==> src/usdbm_pkg.sv <==
// Shared constants and carrier types of the UART auxiliary control block.
// Assumes one 100 MHz system clock and an active-low asynchronous reset.
package usdbm_pkg;

    // ************************************************************
    // Constants
    // ************************************************************
    localparam int unsigned CLK_PERIOD_NS = 10;
    localparam int unsigned TIMEOUT_CHARS = 4;
    localparam logic [1:0] PRESC_DIV4_LAST = 2'h3;
    localparam logic [5:0] SR_FAST = 6'h04;
    localparam logic [5:0] SR_MID = 6'h08;
    localparam logic [5:0] SR_BASE = 6'h10;
    localparam logic [15:0] DIV_OFF = 16'h0000;
    localparam logic [2:0] LCR_FORCE_PAR0 = 3'h7;
    localparam logic TX_REQ_N_RST = 1'b0;
    localparam logic RX_REQ_N_RST = 1'b1;
    localparam logic LINE_IDLE = 1'b1;

    // ************************************************************
    // Types
    // ************************************************************
    typedef enum logic {PWR_AWAKE, PWR_ASLEEP} usdbm_pwr_t;

    typedef struct packed {
        logic valid;
        logic [7:0] data;
        logic parity;
        logic perr;
    } usdbm_rxchar_t;

    typedef struct packed {
        logic enable;
        logic auto_addr;
        logic [2:0] lcr_par;
        logic host_rx_en;
        logic [7:0] match_char;
    } usdbm_md_cfg_t;

    typedef struct packed {
        logic [1:0] presc_cnt;
        logic [15:0] div_cnt;
        logic [5:0] samp_cnt;
        logic samp_tick;
        logic bit_tick;
    } usdbm_baud_st_t;

    typedef struct packed {
        usdbm_rxchar_t push;
        logic lsr_irq;
        logic auto_en;
        logic host_prev;
        logic rx_en;
    } usdbm_filt_st_t;

    typedef struct packed {
        usdbm_pwr_t pwr;
        logic clk_en;
        logic rx_prev;
        logic [3:0] modem_prev;
        logic tx_req_n;
        logic rx_req_n;
        logic [5:0] to_cnt;
        logic timeout_irq;
        logic [4:0] brk_cnt;
        logic break_det;
        logic tx_line;
        logic dir_pend;
        logic dir;
    } usdbm_state_t;

endpackage

==> src/usdbm_baud_gen.sv <==
// Baud generator: prescaler, 16-bit divisor and sample-rate counter.
// Assumes its run input is low while the channel clock is stopped.
`timescale 1ns/10ps
module usdbm_baud_gen (
    input wire logic i_clk,
    input wire logic i_reset_n,
    input wire logic i_run,
    input wire logic i_presc4,
    input wire logic [15:0] i_divisor,
    input wire logic [5:0] i_sample_rate,
    output logic o_samp_tick,
    output logic o_bit_tick
);
    usdbm_pkg::usdbm_baud_st_t st_r, st_nxt;
    logic presc_tick;

    always_comb begin
        st_nxt = st_r;
        st_nxt.samp_tick = 1'b0;
        st_nxt.bit_tick = 1'b0;
        presc_tick = 1'b0;
        if (i_run && i_divisor != usdbm_pkg::DIV_OFF) begin
            if (i_presc4) begin
                presc_tick = (st_r.presc_cnt == usdbm_pkg::PRESC_DIV4_LAST);
                st_nxt.presc_cnt = st_r.presc_cnt + 2'h1;
            end else begin
                presc_tick = 1'b1;
                st_nxt.presc_cnt = 2'h0;
            end
            if (presc_tick) begin
                if (st_r.div_cnt == 16'h0000) begin
                    st_nxt.div_cnt = i_divisor - 16'h0001;
                    st_nxt.samp_tick = 1'b1;
                    if (st_r.samp_cnt + 6'h01 >= i_sample_rate) begin
                        st_nxt.samp_cnt = 6'h00;
                        st_nxt.bit_tick = 1'b1;
                    end else begin
                        st_nxt.samp_cnt = st_r.samp_cnt + 6'h01;
                    end
                end else begin
                    st_nxt.div_cnt = st_r.div_cnt - 16'h0001;
                end
            end
        end
    end

    always_ff @(posedge i_clk or negedge i_reset_n) begin
        if (!i_reset_n) begin
            st_r <= '0;
        end else begin
            st_r <= st_nxt;
        end
    end

    assign o_samp_tick = st_r.samp_tick;
    assign o_bit_tick = st_r.bit_tick;
endmodule // usdbm_baud_gen

==> src/usdbm_addr_filter.sv <==
// Multidrop receive filter: decides which received bytes reach the RX FIFO.
// Assumes one received byte per valid pulse with its ninth (parity) bit.
`timescale 1ns/10ps
module usdbm_addr_filter (
    input wire logic i_clk,
    input wire logic i_reset_n,
    input usdbm_pkg::usdbm_rxchar_t i_char,
    input usdbm_pkg::usdbm_md_cfg_t i_cfg,
    output usdbm_pkg::usdbm_rxchar_t o_push,
    output logic o_lsr_irq,
    output logic o_rx_enabled
);
    usdbm_pkg::usdbm_filt_st_t st_r, st_nxt;
    logic is_addr, match, normal_md, auto_md, rx_en;

    always_comb begin
        st_nxt = st_r;
        st_nxt.push = '0;
        st_nxt.lsr_irq = 1'b0;
        st_nxt.host_prev = i_cfg.host_rx_en;
        is_addr = i_char.parity;
        match = (i_char.data == i_cfg.match_char);
        auto_md = i_cfg.enable && i_cfg.auto_addr;
        normal_md = i_cfg.enable && !i_cfg.auto_addr
            && i_cfg.lcr_par == usdbm_pkg::LCR_FORCE_PAR0;
        rx_en = auto_md ? st_r.auto_en : i_cfg.host_rx_en;
        // Host turning its enable off ends the automatic session too
        if (st_r.host_prev && !i_cfg.host_rx_en) begin
            st_nxt.auto_en = 1'b0;
        end
        if (i_char.valid) begin
            if (auto_md) begin
                if (is_addr && match) begin
                    st_nxt.auto_en = 1'b1;
                    st_nxt.push = i_char;
                    st_nxt.push.perr = i_char.parity;
                    st_nxt.lsr_irq = 1'b1;
                end else if (is_addr) begin
                    st_nxt.auto_en = 1'b0;
                end else if (rx_en) begin
                    st_nxt.push = i_char;
                    st_nxt.push.perr = 1'b0;
                end
            end else if (normal_md) begin
                if (is_addr) begin
                    st_nxt.push = i_char;
                    st_nxt.push.perr = 1'b1;
                    st_nxt.lsr_irq = 1'b1;
                end else if (rx_en) begin
                    st_nxt.push = i_char;
                end
            end else begin
                st_nxt.push = i_char;
                st_nxt.lsr_irq = i_char.perr;
            end
        end
        // Registered so the effective enable leaves the block from a flop
        st_nxt.rx_en = auto_md ? st_nxt.auto_en : i_cfg.host_rx_en;
    end

    always_ff @(posedge i_clk or negedge i_reset_n) begin
        if (!i_reset_n) begin
            st_r <= '0;
        end else begin
            st_r <= st_nxt;
        end
    end

    assign o_push = st_r.push;
    assign o_lsr_irq = st_r.lsr_irq;
    assign o_rx_enabled = st_r.rx_en;
endmodule // usdbm_addr_filter

==> src/usdbm_top.sv <==
// Auxiliary control of one UART channel: sleep, DMA requests, receive
// time-out, break, baud generation and RS-485 direction / multidrop.
// Assumes the FIFOs, shifters and interrupt logic sit outside and report
// their state on plain ports, all synchronous to I_CLK_SYS.
`timescale 1ns/10ps
module usdbm_top (
    input wire logic I_CLK_SYS,
    input wire logic I_RESET_N,
    input wire logic I_EFR_ENHANCED,
    input wire logic I_EFR_SPECIAL,
    input wire logic I_IER_SLEEP,
    input wire logic I_FCR_FIFO_EN,
    input wire logic I_FCR_DMA_MODE,
    input wire logic I_LCR_BREAK,
    input wire logic [2:0] I_LCR_PARITY,
    input wire logic I_MCR_PRESCALE4,
    input wire logic [7:0] I_DIV_HIGH,
    input wire logic [7:0] I_DIV_LOW,
    input wire logic I_DLD_SR4,
    input wire logic I_DLD_SR8,
    input wire logic I_DLD_AUTO_DIR,
    input wire logic [3:0] I_SAMPLE_ADJ_A,
    input wire logic [3:0] I_SAMPLE_ADJ_B,
    input wire logic I_MD_ENABLE,
    input wire logic I_MD_INVERT,
    input wire logic [7:0] I_MATCH_CHAR,
    input wire logic I_HOST_RX_EN,
    input wire logic I_RX_LINE,
    input wire logic [3:0] I_MODEM,
    input wire logic I_TX_FIFO_EMPTY,
    input wire logic I_TSR_EMPTY,
    input wire logic I_TX_FULL,
    input wire logic [6:0] I_TX_SPACE,
    input wire logic [6:0] I_TX_TRIG,
    input wire logic I_IRQ_OTHER,
    input wire logic I_RX_FIFO_EMPTY,
    input wire logic [6:0] I_RX_LEVEL,
    input wire logic [6:0] I_RX_TRIG,
    input wire logic I_LSR_ERR,
    input wire logic I_THR_WRITE,
    input wire logic I_RHR_READ,
    input wire logic [3:0] I_CHAR_BITS,
    input wire logic I_RX_STOP_MID,
    input wire logic I_RX_VALID,
    input wire logic [7:0] I_RX_DATA,
    input wire logic I_RX_PARITY,
    input wire logic I_RX_PERR,
    input wire logic I_TX_SERIAL,
    input wire logic I_TX_DONE,
    input wire logic I_RTS_MANUAL,
    output logic O_SLEEP,
    output logic O_CLK_EN,
    output logic O_TX_DMA_REQ_N,
    output logic O_RX_DMA_REQ_N,
    output logic O_TIMEOUT_IRQ,
    output logic O_BREAK_DET,
    output logic O_TX_LINE,
    output logic O_DIR,
    output logic O_SAMPLE_TICK,
    output logic O_BIT_TICK,
    output logic O_PUSH_VALID,
    output logic [7:0] O_PUSH_DATA,
    output logic O_PUSH_PERR,
    output logic O_LSR_IRQ,
    output logic O_RX_ENABLED
);
    usdbm_pkg::usdbm_state_t st_r, st_nxt;
    usdbm_pkg::usdbm_rxchar_t rx_in, rx_push;
    usdbm_pkg::usdbm_md_cfg_t md_cfg;
    logic samp_tick, bit_tick, lsr_irq, rx_enabled;
    logic single_mode, sleep_ok, idle_ok, wake_evt;
    logic [5:0] sample_rate, to_limit;
    logic [4:0] brk_limit;

    // ************************************************************
    // Baud generation
    // ************************************************************
    always_comb begin
        if (I_DLD_SR4) begin
            sample_rate = usdbm_pkg::SR_FAST;
        end else if (I_DLD_SR8) begin
            sample_rate = usdbm_pkg::SR_MID;
        end else begin
            sample_rate = usdbm_pkg::SR_BASE - {2'h0, I_SAMPLE_ADJ_A}
                + {2'h0, I_SAMPLE_ADJ_B};
        end
    end

    // The generator stalls with the channel clock; the host must not touch
    // the divisor then, so no resynchronisation on wake is attempted.
    usdbm_baud_gen usdbm_baud_gen_inst (
        .i_clk(I_CLK_SYS),
        .i_reset_n(I_RESET_N),
        .i_run(st_r.clk_en),
        .i_presc4(I_MCR_PRESCALE4),
        .i_divisor({I_DIV_HIGH, I_DIV_LOW}),
        .i_sample_rate(sample_rate),
        .o_samp_tick(samp_tick),
        .o_bit_tick(bit_tick)
    );

    // ************************************************************
    // Multidrop filter
    // ************************************************************
    always_comb begin
        rx_in.valid = I_RX_VALID;
        rx_in.data = I_RX_DATA;
        rx_in.parity = I_RX_PARITY;
        rx_in.perr = I_RX_PERR;
        md_cfg.enable = I_MD_ENABLE;
        md_cfg.auto_addr = I_EFR_SPECIAL;
        md_cfg.lcr_par = I_LCR_PARITY;
        md_cfg.host_rx_en = I_HOST_RX_EN;
        md_cfg.match_char = I_MATCH_CHAR;
    end

    usdbm_addr_filter usdbm_addr_filter_inst (
        .i_clk(I_CLK_SYS),
        .i_reset_n(I_RESET_N),
        .i_char(rx_in),
        .i_cfg(md_cfg),
        .o_push(rx_push),
        .o_lsr_irq(lsr_irq),
        .o_rx_enabled(rx_enabled)
    );

    // ************************************************************
    // Control state
    // ************************************************************
    always_comb begin
        st_nxt = st_r;
        single_mode = !I_FCR_FIFO_EN || !I_FCR_DMA_MODE;
        sleep_ok = I_EFR_ENHANCED && I_IER_SLEEP;
        idle_ok = I_RX_LINE == usdbm_pkg::LINE_IDLE && I_TX_FIFO_EMPTY
            && I_TSR_EMPTY && !I_IRQ_OTHER && I_RX_FIFO_EMPTY
            && I_MODEM == st_r.modem_prev;
        wake_evt = I_RX_LINE != st_r.rx_prev || I_MODEM != st_r.modem_prev
            || I_THR_WRITE;
        to_limit = 6'(usdbm_pkg::TIMEOUT_CHARS) * {2'h0, I_CHAR_BITS};
        brk_limit = {1'b0, I_CHAR_BITS};
        st_nxt.rx_prev = I_RX_LINE;
        st_nxt.modem_prev = I_MODEM;

        // Sleep: one awake cycle is forced after any wake event
        case (st_r.pwr)
            usdbm_pkg::PWR_AWAKE: begin
                if (sleep_ok && idle_ok && !wake_evt) begin
                    st_nxt.pwr = usdbm_pkg::PWR_ASLEEP;
                end
            end
            usdbm_pkg::PWR_ASLEEP: begin
                if (wake_evt || !sleep_ok) begin
                    st_nxt.pwr = usdbm_pkg::PWR_AWAKE;
                end
            end
            default: st_nxt.pwr = usdbm_pkg::PWR_AWAKE;
        endcase
        st_nxt.clk_en = st_nxt.pwr == usdbm_pkg::PWR_AWAKE;

        // Transmit DMA request
        if (single_mode) begin
            if (I_THR_WRITE) begin
                st_nxt.tx_req_n = 1'b1;
            end else if (I_TX_FIFO_EMPTY) begin
                st_nxt.tx_req_n = 1'b0;
            end
        end else begin
            if (I_TX_FULL) begin
                st_nxt.tx_req_n = 1'b1;
            end else if (I_TX_SPACE >= I_TX_TRIG) begin
                st_nxt.tx_req_n = 1'b0;
            end
        end

        // Receive time-out: counts bit times, parks at the limit
        if (I_RX_STOP_MID || I_RHR_READ) begin
            st_nxt.to_cnt = 6'h00;
        end else if (bit_tick && st_r.to_cnt < to_limit) begin
            st_nxt.to_cnt = st_r.to_cnt + 6'h01;
        end
        if (I_RHR_READ) begin
            st_nxt.timeout_irq = 1'b0;
        end
        // Set beats clear when both land in one cycle
        if (bit_tick && st_r.to_cnt + 6'h01 == to_limit && !I_RX_FIFO_EMPTY
            && I_RX_LEVEL < I_RX_TRIG) begin
            st_nxt.timeout_irq = 1'b1;
        end

        // Receive DMA request; release wins over assert
        if (single_mode) begin
            st_nxt.rx_req_n = I_RX_FIFO_EMPTY;
        end else if (I_RX_FIFO_EMPTY || I_LSR_ERR) begin
            st_nxt.rx_req_n = 1'b1;
        end else if (I_RX_LEVEL >= I_RX_TRIG || st_r.timeout_irq) begin
            st_nxt.rx_req_n = 1'b0;
        end

        // Break detection on the receive line
        if (I_RX_LINE) begin
            st_nxt.brk_cnt = 5'h00;
            st_nxt.break_det = 1'b0;
        end else if (bit_tick) begin
            if (st_r.brk_cnt > brk_limit) begin
                st_nxt.break_det = 1'b1;
            end else begin
                st_nxt.brk_cnt = st_r.brk_cnt + 5'h01;
            end
        end

        // Transmit line and direction control
        st_nxt.tx_line = I_LCR_BREAK ? 1'b0 : I_TX_SERIAL;
        if (I_THR_WRITE) begin
            st_nxt.dir_pend = 1'b1;
        end else if (I_TX_DONE && I_TX_FIFO_EMPTY) begin
            st_nxt.dir_pend = 1'b0;
        end
        if (I_DLD_AUTO_DIR) begin
            st_nxt.dir = st_nxt.dir_pend ^ I_MD_INVERT;
        end else begin
            st_nxt.dir = I_RTS_MANUAL;
        end
    end

    always_ff @(posedge I_CLK_SYS or negedge I_RESET_N) begin
        if (!I_RESET_N) begin
            st_r <= '0;
            st_r.pwr <= usdbm_pkg::PWR_AWAKE;
            st_r.clk_en <= 1'b1;
            st_r.rx_prev <= usdbm_pkg::LINE_IDLE;
            st_r.tx_req_n <= usdbm_pkg::TX_REQ_N_RST;
            st_r.rx_req_n <= usdbm_pkg::RX_REQ_N_RST;
            st_r.tx_line <= usdbm_pkg::LINE_IDLE;
            st_r.dir <= 1'b1;
        end else begin
            st_r <= st_nxt;
        end
    end

    // ************************************************************
    // Outputs
    // ************************************************************
    assign O_SLEEP = st_r.pwr == usdbm_pkg::PWR_ASLEEP;
    assign O_CLK_EN = st_r.clk_en;
    assign O_TX_DMA_REQ_N = st_r.tx_req_n;
    assign O_RX_DMA_REQ_N = st_r.rx_req_n;
    assign O_TIMEOUT_IRQ = st_r.timeout_irq;
    assign O_BREAK_DET = st_r.break_det;
    assign O_TX_LINE = st_r.tx_line;
    assign O_DIR = st_r.dir;
    assign O_SAMPLE_TICK = samp_tick;
    assign O_BIT_TICK = bit_tick;
    assign O_PUSH_VALID = rx_push.valid;
    assign O_PUSH_DATA = rx_push.data;
    assign O_PUSH_PERR = rx_push.perr;
    assign O_LSR_IRQ = lsr_irq;
    assign O_RX_ENABLED = rx_enabled;
endmodule // usdbm_top

==> config.mk <==
export PLATFORM = sky130hd
export DESIGN_NAME = usdbm_top
export DESIGN_NICKNAME = d
export VERILOG_FILES = /design/src/usdbm_pkg.sv /design/src/usdbm_baud_gen.sv /design/src/usdbm_addr_filter.sv /design/src/usdbm_top.sv
export SDC_FILE = /design/constraint.sdc
export NUM_CORES = 1
export LEC_CHECK = 0
export BUFFER_PORTS_ARGS = -buffer_cell sky130_fd_sc_hd__clkbuf_2
export CORE_MARGIN = 3
export CORE_UTILIZATION = 40
export CTS_BUF_LIST = sky130_fd_sc_hd__clkbuf_4
export DETAILED_ROUTE_END_ITERATION = 7
export GPL_ROUTABILITY_DRIVEN = 0
export PLACE_DENSITY_LB_ADDON = 0.25
export RECOVER_POWER = 50
export SLEW_MARGIN = 20
export SYNTH_ARGS = -nofsm -noshare
export SYNTH_HDL_FRONTEND = slang
export SYNTH_HIERARCHICAL = 1
export SYNTH_SLANG_ARGS = --single-unit
==> constraint.sdc <==
create_clock -name I_CLK_SYS -period 3.5 [get_ports I_CLK_SYS]
set_clock_uncertainty 0.05 [all_clocks]
set_input_delay 0.35 -clock I_CLK_SYS [delete_from_list [all_inputs] [get_ports I_CLK_SYS]]
set_output_delay 0.35 -clock I_CLK_SYS [all_outputs]
set_load 0.02 [all_outputs]
== After elaboration in Yosys (flattened, before gate mapping) ==
Cells that the tools add are included.

* Bits in registers: 65
* Bits of input ports: 110
* Output and inout bits: 22
* Logic and storage cells: 148

* $add $sub $neg: 8
* Order comparisons: 6
* Equality and inequality tests: 9
* Muxes and demuxes: 50
* Bitwise gates (word level): 3
* Reduce and logical (&&, ||, !) cells: 47

{| class="wikitable"
|+ Operators by type and width
! cell !! count
|-
| 11-bit 2-to-1 mux || 5
|-
| 6-bit 2-to-1 mux || 7
|-
| 16-bit by 1-bit subtractor with 16-bit output, second input constant || 2
|-
| 1-bit 2-to-1 mux || 28
|-
| 12-bit 2-to-1 mux || 2
|-
| 1-bit logical AND || 19
|-
| 16-bit zero test || 1
|-
| 16-bit 2-to-1 mux || 1
|-
| 16-bit nonzero test || 1
|-
| 7-bit greater-or-equal comparator || 2
|-
| 13-bit 2-to-1 mux || 1
|-
| 6-bit by 1-bit adder with 6-bit output, second input constant || 2
|-
| 8-bit equality test || 1
|-
| 1-bit zero test || 8
|-
| 2-bit 2-to-1 mux || 4
|-
| 2-bit AND reduction || 4
|-
| 2-bit nonzero test || 4
|-
| 1-bit logical OR || 7
|-
| 7-bit < comparator || 1
|-
| 6-bit by 4-bit adder with 6-bit output || 1
|-
| 6-bit equality test || 1
|-
| 6-bit greater-or-equal comparator || 1
|-
| 6-bit < comparator || 1
|-
| 3-bit nonzero test || 2
|-
| other kinds (16) || 17
|}

== Longest topological paths before layout ==
* Depth in word-level cells: 10
* Depth in mapped cells: 14
* Mapped depth without buffers: 14

== Hierarchy ==
Netlist, hierarchy kept.

{| class="wikitable"
|+ By module, submodules not included
! module !! times used !! cells an instance !! area each (um^2) !! seq. area each (um^2)
|-
| usdbm_top || 1 || 210 || 1,941.9 || 631.9
|-
| usdbm_baud_gen || 1 || 218 || 1,848.0 || 650.6
|-
| usdbm_addr_filter || 1 || 77 || 832.0 || 375.4
|}

== Worst setup path after synthesis ==
No wires, ideal clock.

* Kind: register -> register
* Start point: register usdbm_baud_gen_inst/st_r[10] (netlist name)
* End point: register usdbm_baud_gen_inst/st_r[20] (netlist name)
* Library setup time: 0.135 ns
* Arrival time: 2.456 ns
* Required time: 3.315 ns
* Slack: 0.859 ns
* Stages on the path, launching flop included: 12
* Path buffers: 1
* Period minus slack after synthesis: 2.641 ns
* Cell sequence: dfrtp_1 > nor3_1 > nand4_1 > nor2_1 > clkbuf_1 > a21oi_1 > ha_1 > nand3b_1 > a21oi_1 > o2111ai_1 > mux2i_1 > o21ai_0

* Word-level cells in the longest chain between the ends: 2
* Elaborated cells between the ends (all ways): 3
* Classes of those cells: add/sub (1); mux (1); reduce/logical (1)

{| class="wikitable"
|+ Ends and longest elaborated chain
! element !! line !! text
|-
| from (decl) || usdbm_baud_gen.sv:14 || <nowiki>usdbm_pkg::usdbm_baud_st_t st_r, st_nxt;</nowiki>
|-
| from (signal assigned) || usdbm_baud_gen.sv:51 || <nowiki>st_r <= st_nxt;</nowiki>
|-
| 16-bit by 1-bit subtractor with 16-bit output or 16-bit zero test (tied branches) || usdbm_baud_gen.sv:41, usdbm_baud_gen.sv:31 ||
|-
| 16-bit 2-to-1 mux * || usdbm_baud_gen.sv:31 || <nowiki>if (st_r.div_cnt == 16'h0000) begin</nowiki>
|}

Every way passes the cells marked *; elsewhere a longest branch is shown, timed or not.
A chain may end at the register's enable or synchronous reset.

== Worst setup path in the final report ==
* Start point: register usdbm_baud_gen_inst/st_r[11] (netlist name)
* End point: register usdbm_baud_gen_inst/st_r[22] (netlist name)

Same word-level chain as after synthesis.

==> impl_metrics.toml <==
[detailed_routing]
vias_per_cell = 5.23
wl_met2_mm = 5.31
route.met3.wl_um = 766
drtIter0Drc = 215
post_drt_wl_per_cell_um = 13.8
drc = 0
ant_nets = 0
vias = 4080
top_layer_used = "met4"
first_pass_iters = 4
wl_met1_mm = 4.62
wl_mm = 10.8

[worst_setup_path]
critical_path_required_ps = 3730
start_kind = "flop"
crit_start = "usdbm_baud_gen_inst/st_r[11]"
worstPathMaxFanout = 8
reg2reg_from = "usdbm_baud_gen_inst/st_r[11]"
worstSetupEndpointType = "flop"
arrival_ps = 3020
crit_type = "flop to flop"

[cells_and_area]
nNetsFinal = 783
drive_gt1_share_pct = 24.1
n_antenna_cell = 0
syn_to_final_growth_pct = 19.2
finalNonFillerCells = 780

[sta]
setup_viol = 0
rsz0062_at_grt = "no"
fmax_mhz = 359
finalSetupTns_ps = 0
relSlewSlack_pct = -5.71
min_period_over_period_pct = 79.5
tightest_slew_ps = 1590
drv_slew = 30
final_hold_viol_count = 0
min_period_ps = 2780

[clock_network]
cts_root_buf = "clkbuf_4"
cts_tree = "yes"
ctsResizeCount = 0
cts_buffers = 9
htreeDepth = 3
clock_latency_ps = 410
post_cts.repair.setup_buffers = 0
clk_pin_slew_ps = 110
cts_buffer_depth = 2
cts_sinks = 65

[synthesis]
syn_area_um2 = 4580
syn_nets = 650
synth_area_per_cell_um2 = 9.13
synthCells = 502
yosysWarnings = 6

[worst_hold_path]
min_from = "I_RHR_READ"
hold_path.class = "input pin to flop"

[global_route]
grt.overflow.total = 0
grt_util_all_layers_pct = 17.3
antenna_found_initial = 0
grt_pass1_wl_mm = 18.3
grt_pass1_vias = 4116
grt_max_degree = 30

[status]
status = "finished, violations left"
violations = "max-capacitance violations, max-slew violations"

[power]
switching_share_pct = 33.0
seq_power_share_pct = 47.8
p_comb_share_pct = 26.4
p_leak_nw = 2.67
power_mw = 1.93
power.switching_mw = 0.636
power.density_nw_per_um2 = 353
vdd_drop_max_mv = 0.268
clockPowerShare_pct = 25.8
intPower_mw = 1.29

[place]
hpwl_mm = 8.58
port-buffer-count = 131
place_inst = 758

[floorplanning]
die_w_um = 113
rows = 38
ios = 132
core-area_um2 = 11000
die_area_um2 = 12800
start_util_pct = 41.6
fp.dieH_um = 113

[run]
max-cap-violations = 1
## state kept, by name (all words and copies together), names as in the netlist
register / count
O_BREAK_DET: 1
O_CLK_EN: 1
O_DIR: 1
O_RX_DMA_REQ_N: 1
O_SLEEP: 1
O_TIMEOUT_IRQ: 1
O_TX_DMA_REQ_N: 1
O_TX_LINE: 1
st_r: 17
usdbm_addr_filter_inst/o_lsr_irq: 1
usdbm_addr_filter_inst/o_push: 10
usdbm_addr_filter_inst/o_rx_enabled: 1
usdbm_addr_filter_inst/st_r: 2
usdbm_baud_gen_inst/o_bit_tick: 1
usdbm_baud_gen_inst/o_samp_tick: 1
usdbm_baud_gen_inst/st_r: 24
## worst max-delay path, cell delays in order, from the launching register on
cell and delay, ps:
dfrtp_1 430, nor3_1 550, nand4_1 290, nor2_1 220, a21oi_1 100, ha_1 250
nand3b_1 100, a21oi_1 120, o2111ai_1 210, mux2i_1 230, o21ai_0 100
## power groups by stage
stage | clock, mW | combinational (mW) | sequential (mW)
finish | 0.497 | 0.509 | 0.922
floorplan | 0 | 0.329 | 0.922
global route | 0.542 | 0.577 | 0.933
CTS | 0.520 | 0.520 | 0.920
global placement | 0 | 0.496 | 0.933
detailed placement | 0 | 0.514 | 0.933
## cell usage in the layout, fill, tap and decap left out, types with 5 or more instances in the layout
| cell | n |
|---|---|
| dfrtp_1 | 60 |
| o211ai_1 | 5 |
| clkbuf_2 | 112 |
| xnor2_1 | 14 |
| clkbuf_1 | 20 |
| and3_1 | 5 |
| xor2_1 | 18 |
| nor2_1 | 29 |
| a31oi_1 | 7 |
| nand3_1 | 16 |
| a21oi_1 | 38 |
| nand2_1 | 34 |
| nor3_1 | 9 |
| a21o_1 | 11 |
| dfstp_2 | 5 |
| inv_1 | 46 |
| o21ai_0 | 27 |
| a21boi_0 | 10 |
| clkbuf_4 | 11 |
| nand2b_1 | 9 |
| ha_1 | 37 |
| dlygate4sd3_1 | 6 |
| or3_1 | 6 |
| nand4_1 | 12 |
## final cells by class
type,instances,area (µm²)
Clock buffer,11,82.6
Clock inverter,5,46.3
Fill cell,1087,5570
Inverter,47,176
Multi-Input combinational cell,370,2630
Sequential cell,65,1630
Tap cell,140,175
Timing Repair Buffer,142,726
## per-stage QoR
step | hold WS, ps | worst slack [ps] | cell area [µm²] | util [%]
floorplan | 4.41 | 859 | 4580 | -
global placement | 364 | 910 | 5330 | 48.3
detailed placement | 370 | 791 | 5330 | 48.3
CTS | 0.277 | 706 | 5500 | 49.9
global route | 37.7 | 423 | 5460 | 49.5
finish | 66.4 | 718 | 5460 | 49.5
## final timing paths
check	to	slack, ps	cells after the start
min in group asynchronous	st_r[21]	810	2
setup reg to reg	usdbm_baud_gen_inst/st_r[22]	720	10
hold reg to reg	O_RX_DMA_REQ_N	460	2
max in group asynchronous	st_r[11]	1270	3
setup / recovery	usdbm_baud_gen_inst/st_r[22]	720	10
hold / removal	O_TIMEOUT_IRQ	70	2
## layer usage
| metal | GRT usage [%] | vias up |
|---|---|---|
| li1 | - | 2058 |
| met1 | 21.5 | 1887 |
| met2 | 29.8 | 129 |
| met3 | 4.33 | 6 |
| met4 | 4.89 | 0 |
| met5 | 0 | - |
## timing repair
| item | 4_1_cts | 5_1_grt |
|---|---|---|
| hold buffers | 5 | 1 |
| setup endpoints to repair | 0 | 0 |
| endpoints found under the hold margin | 29 | 1 |
Note: power is estimated with default switching activity, not from simulation.
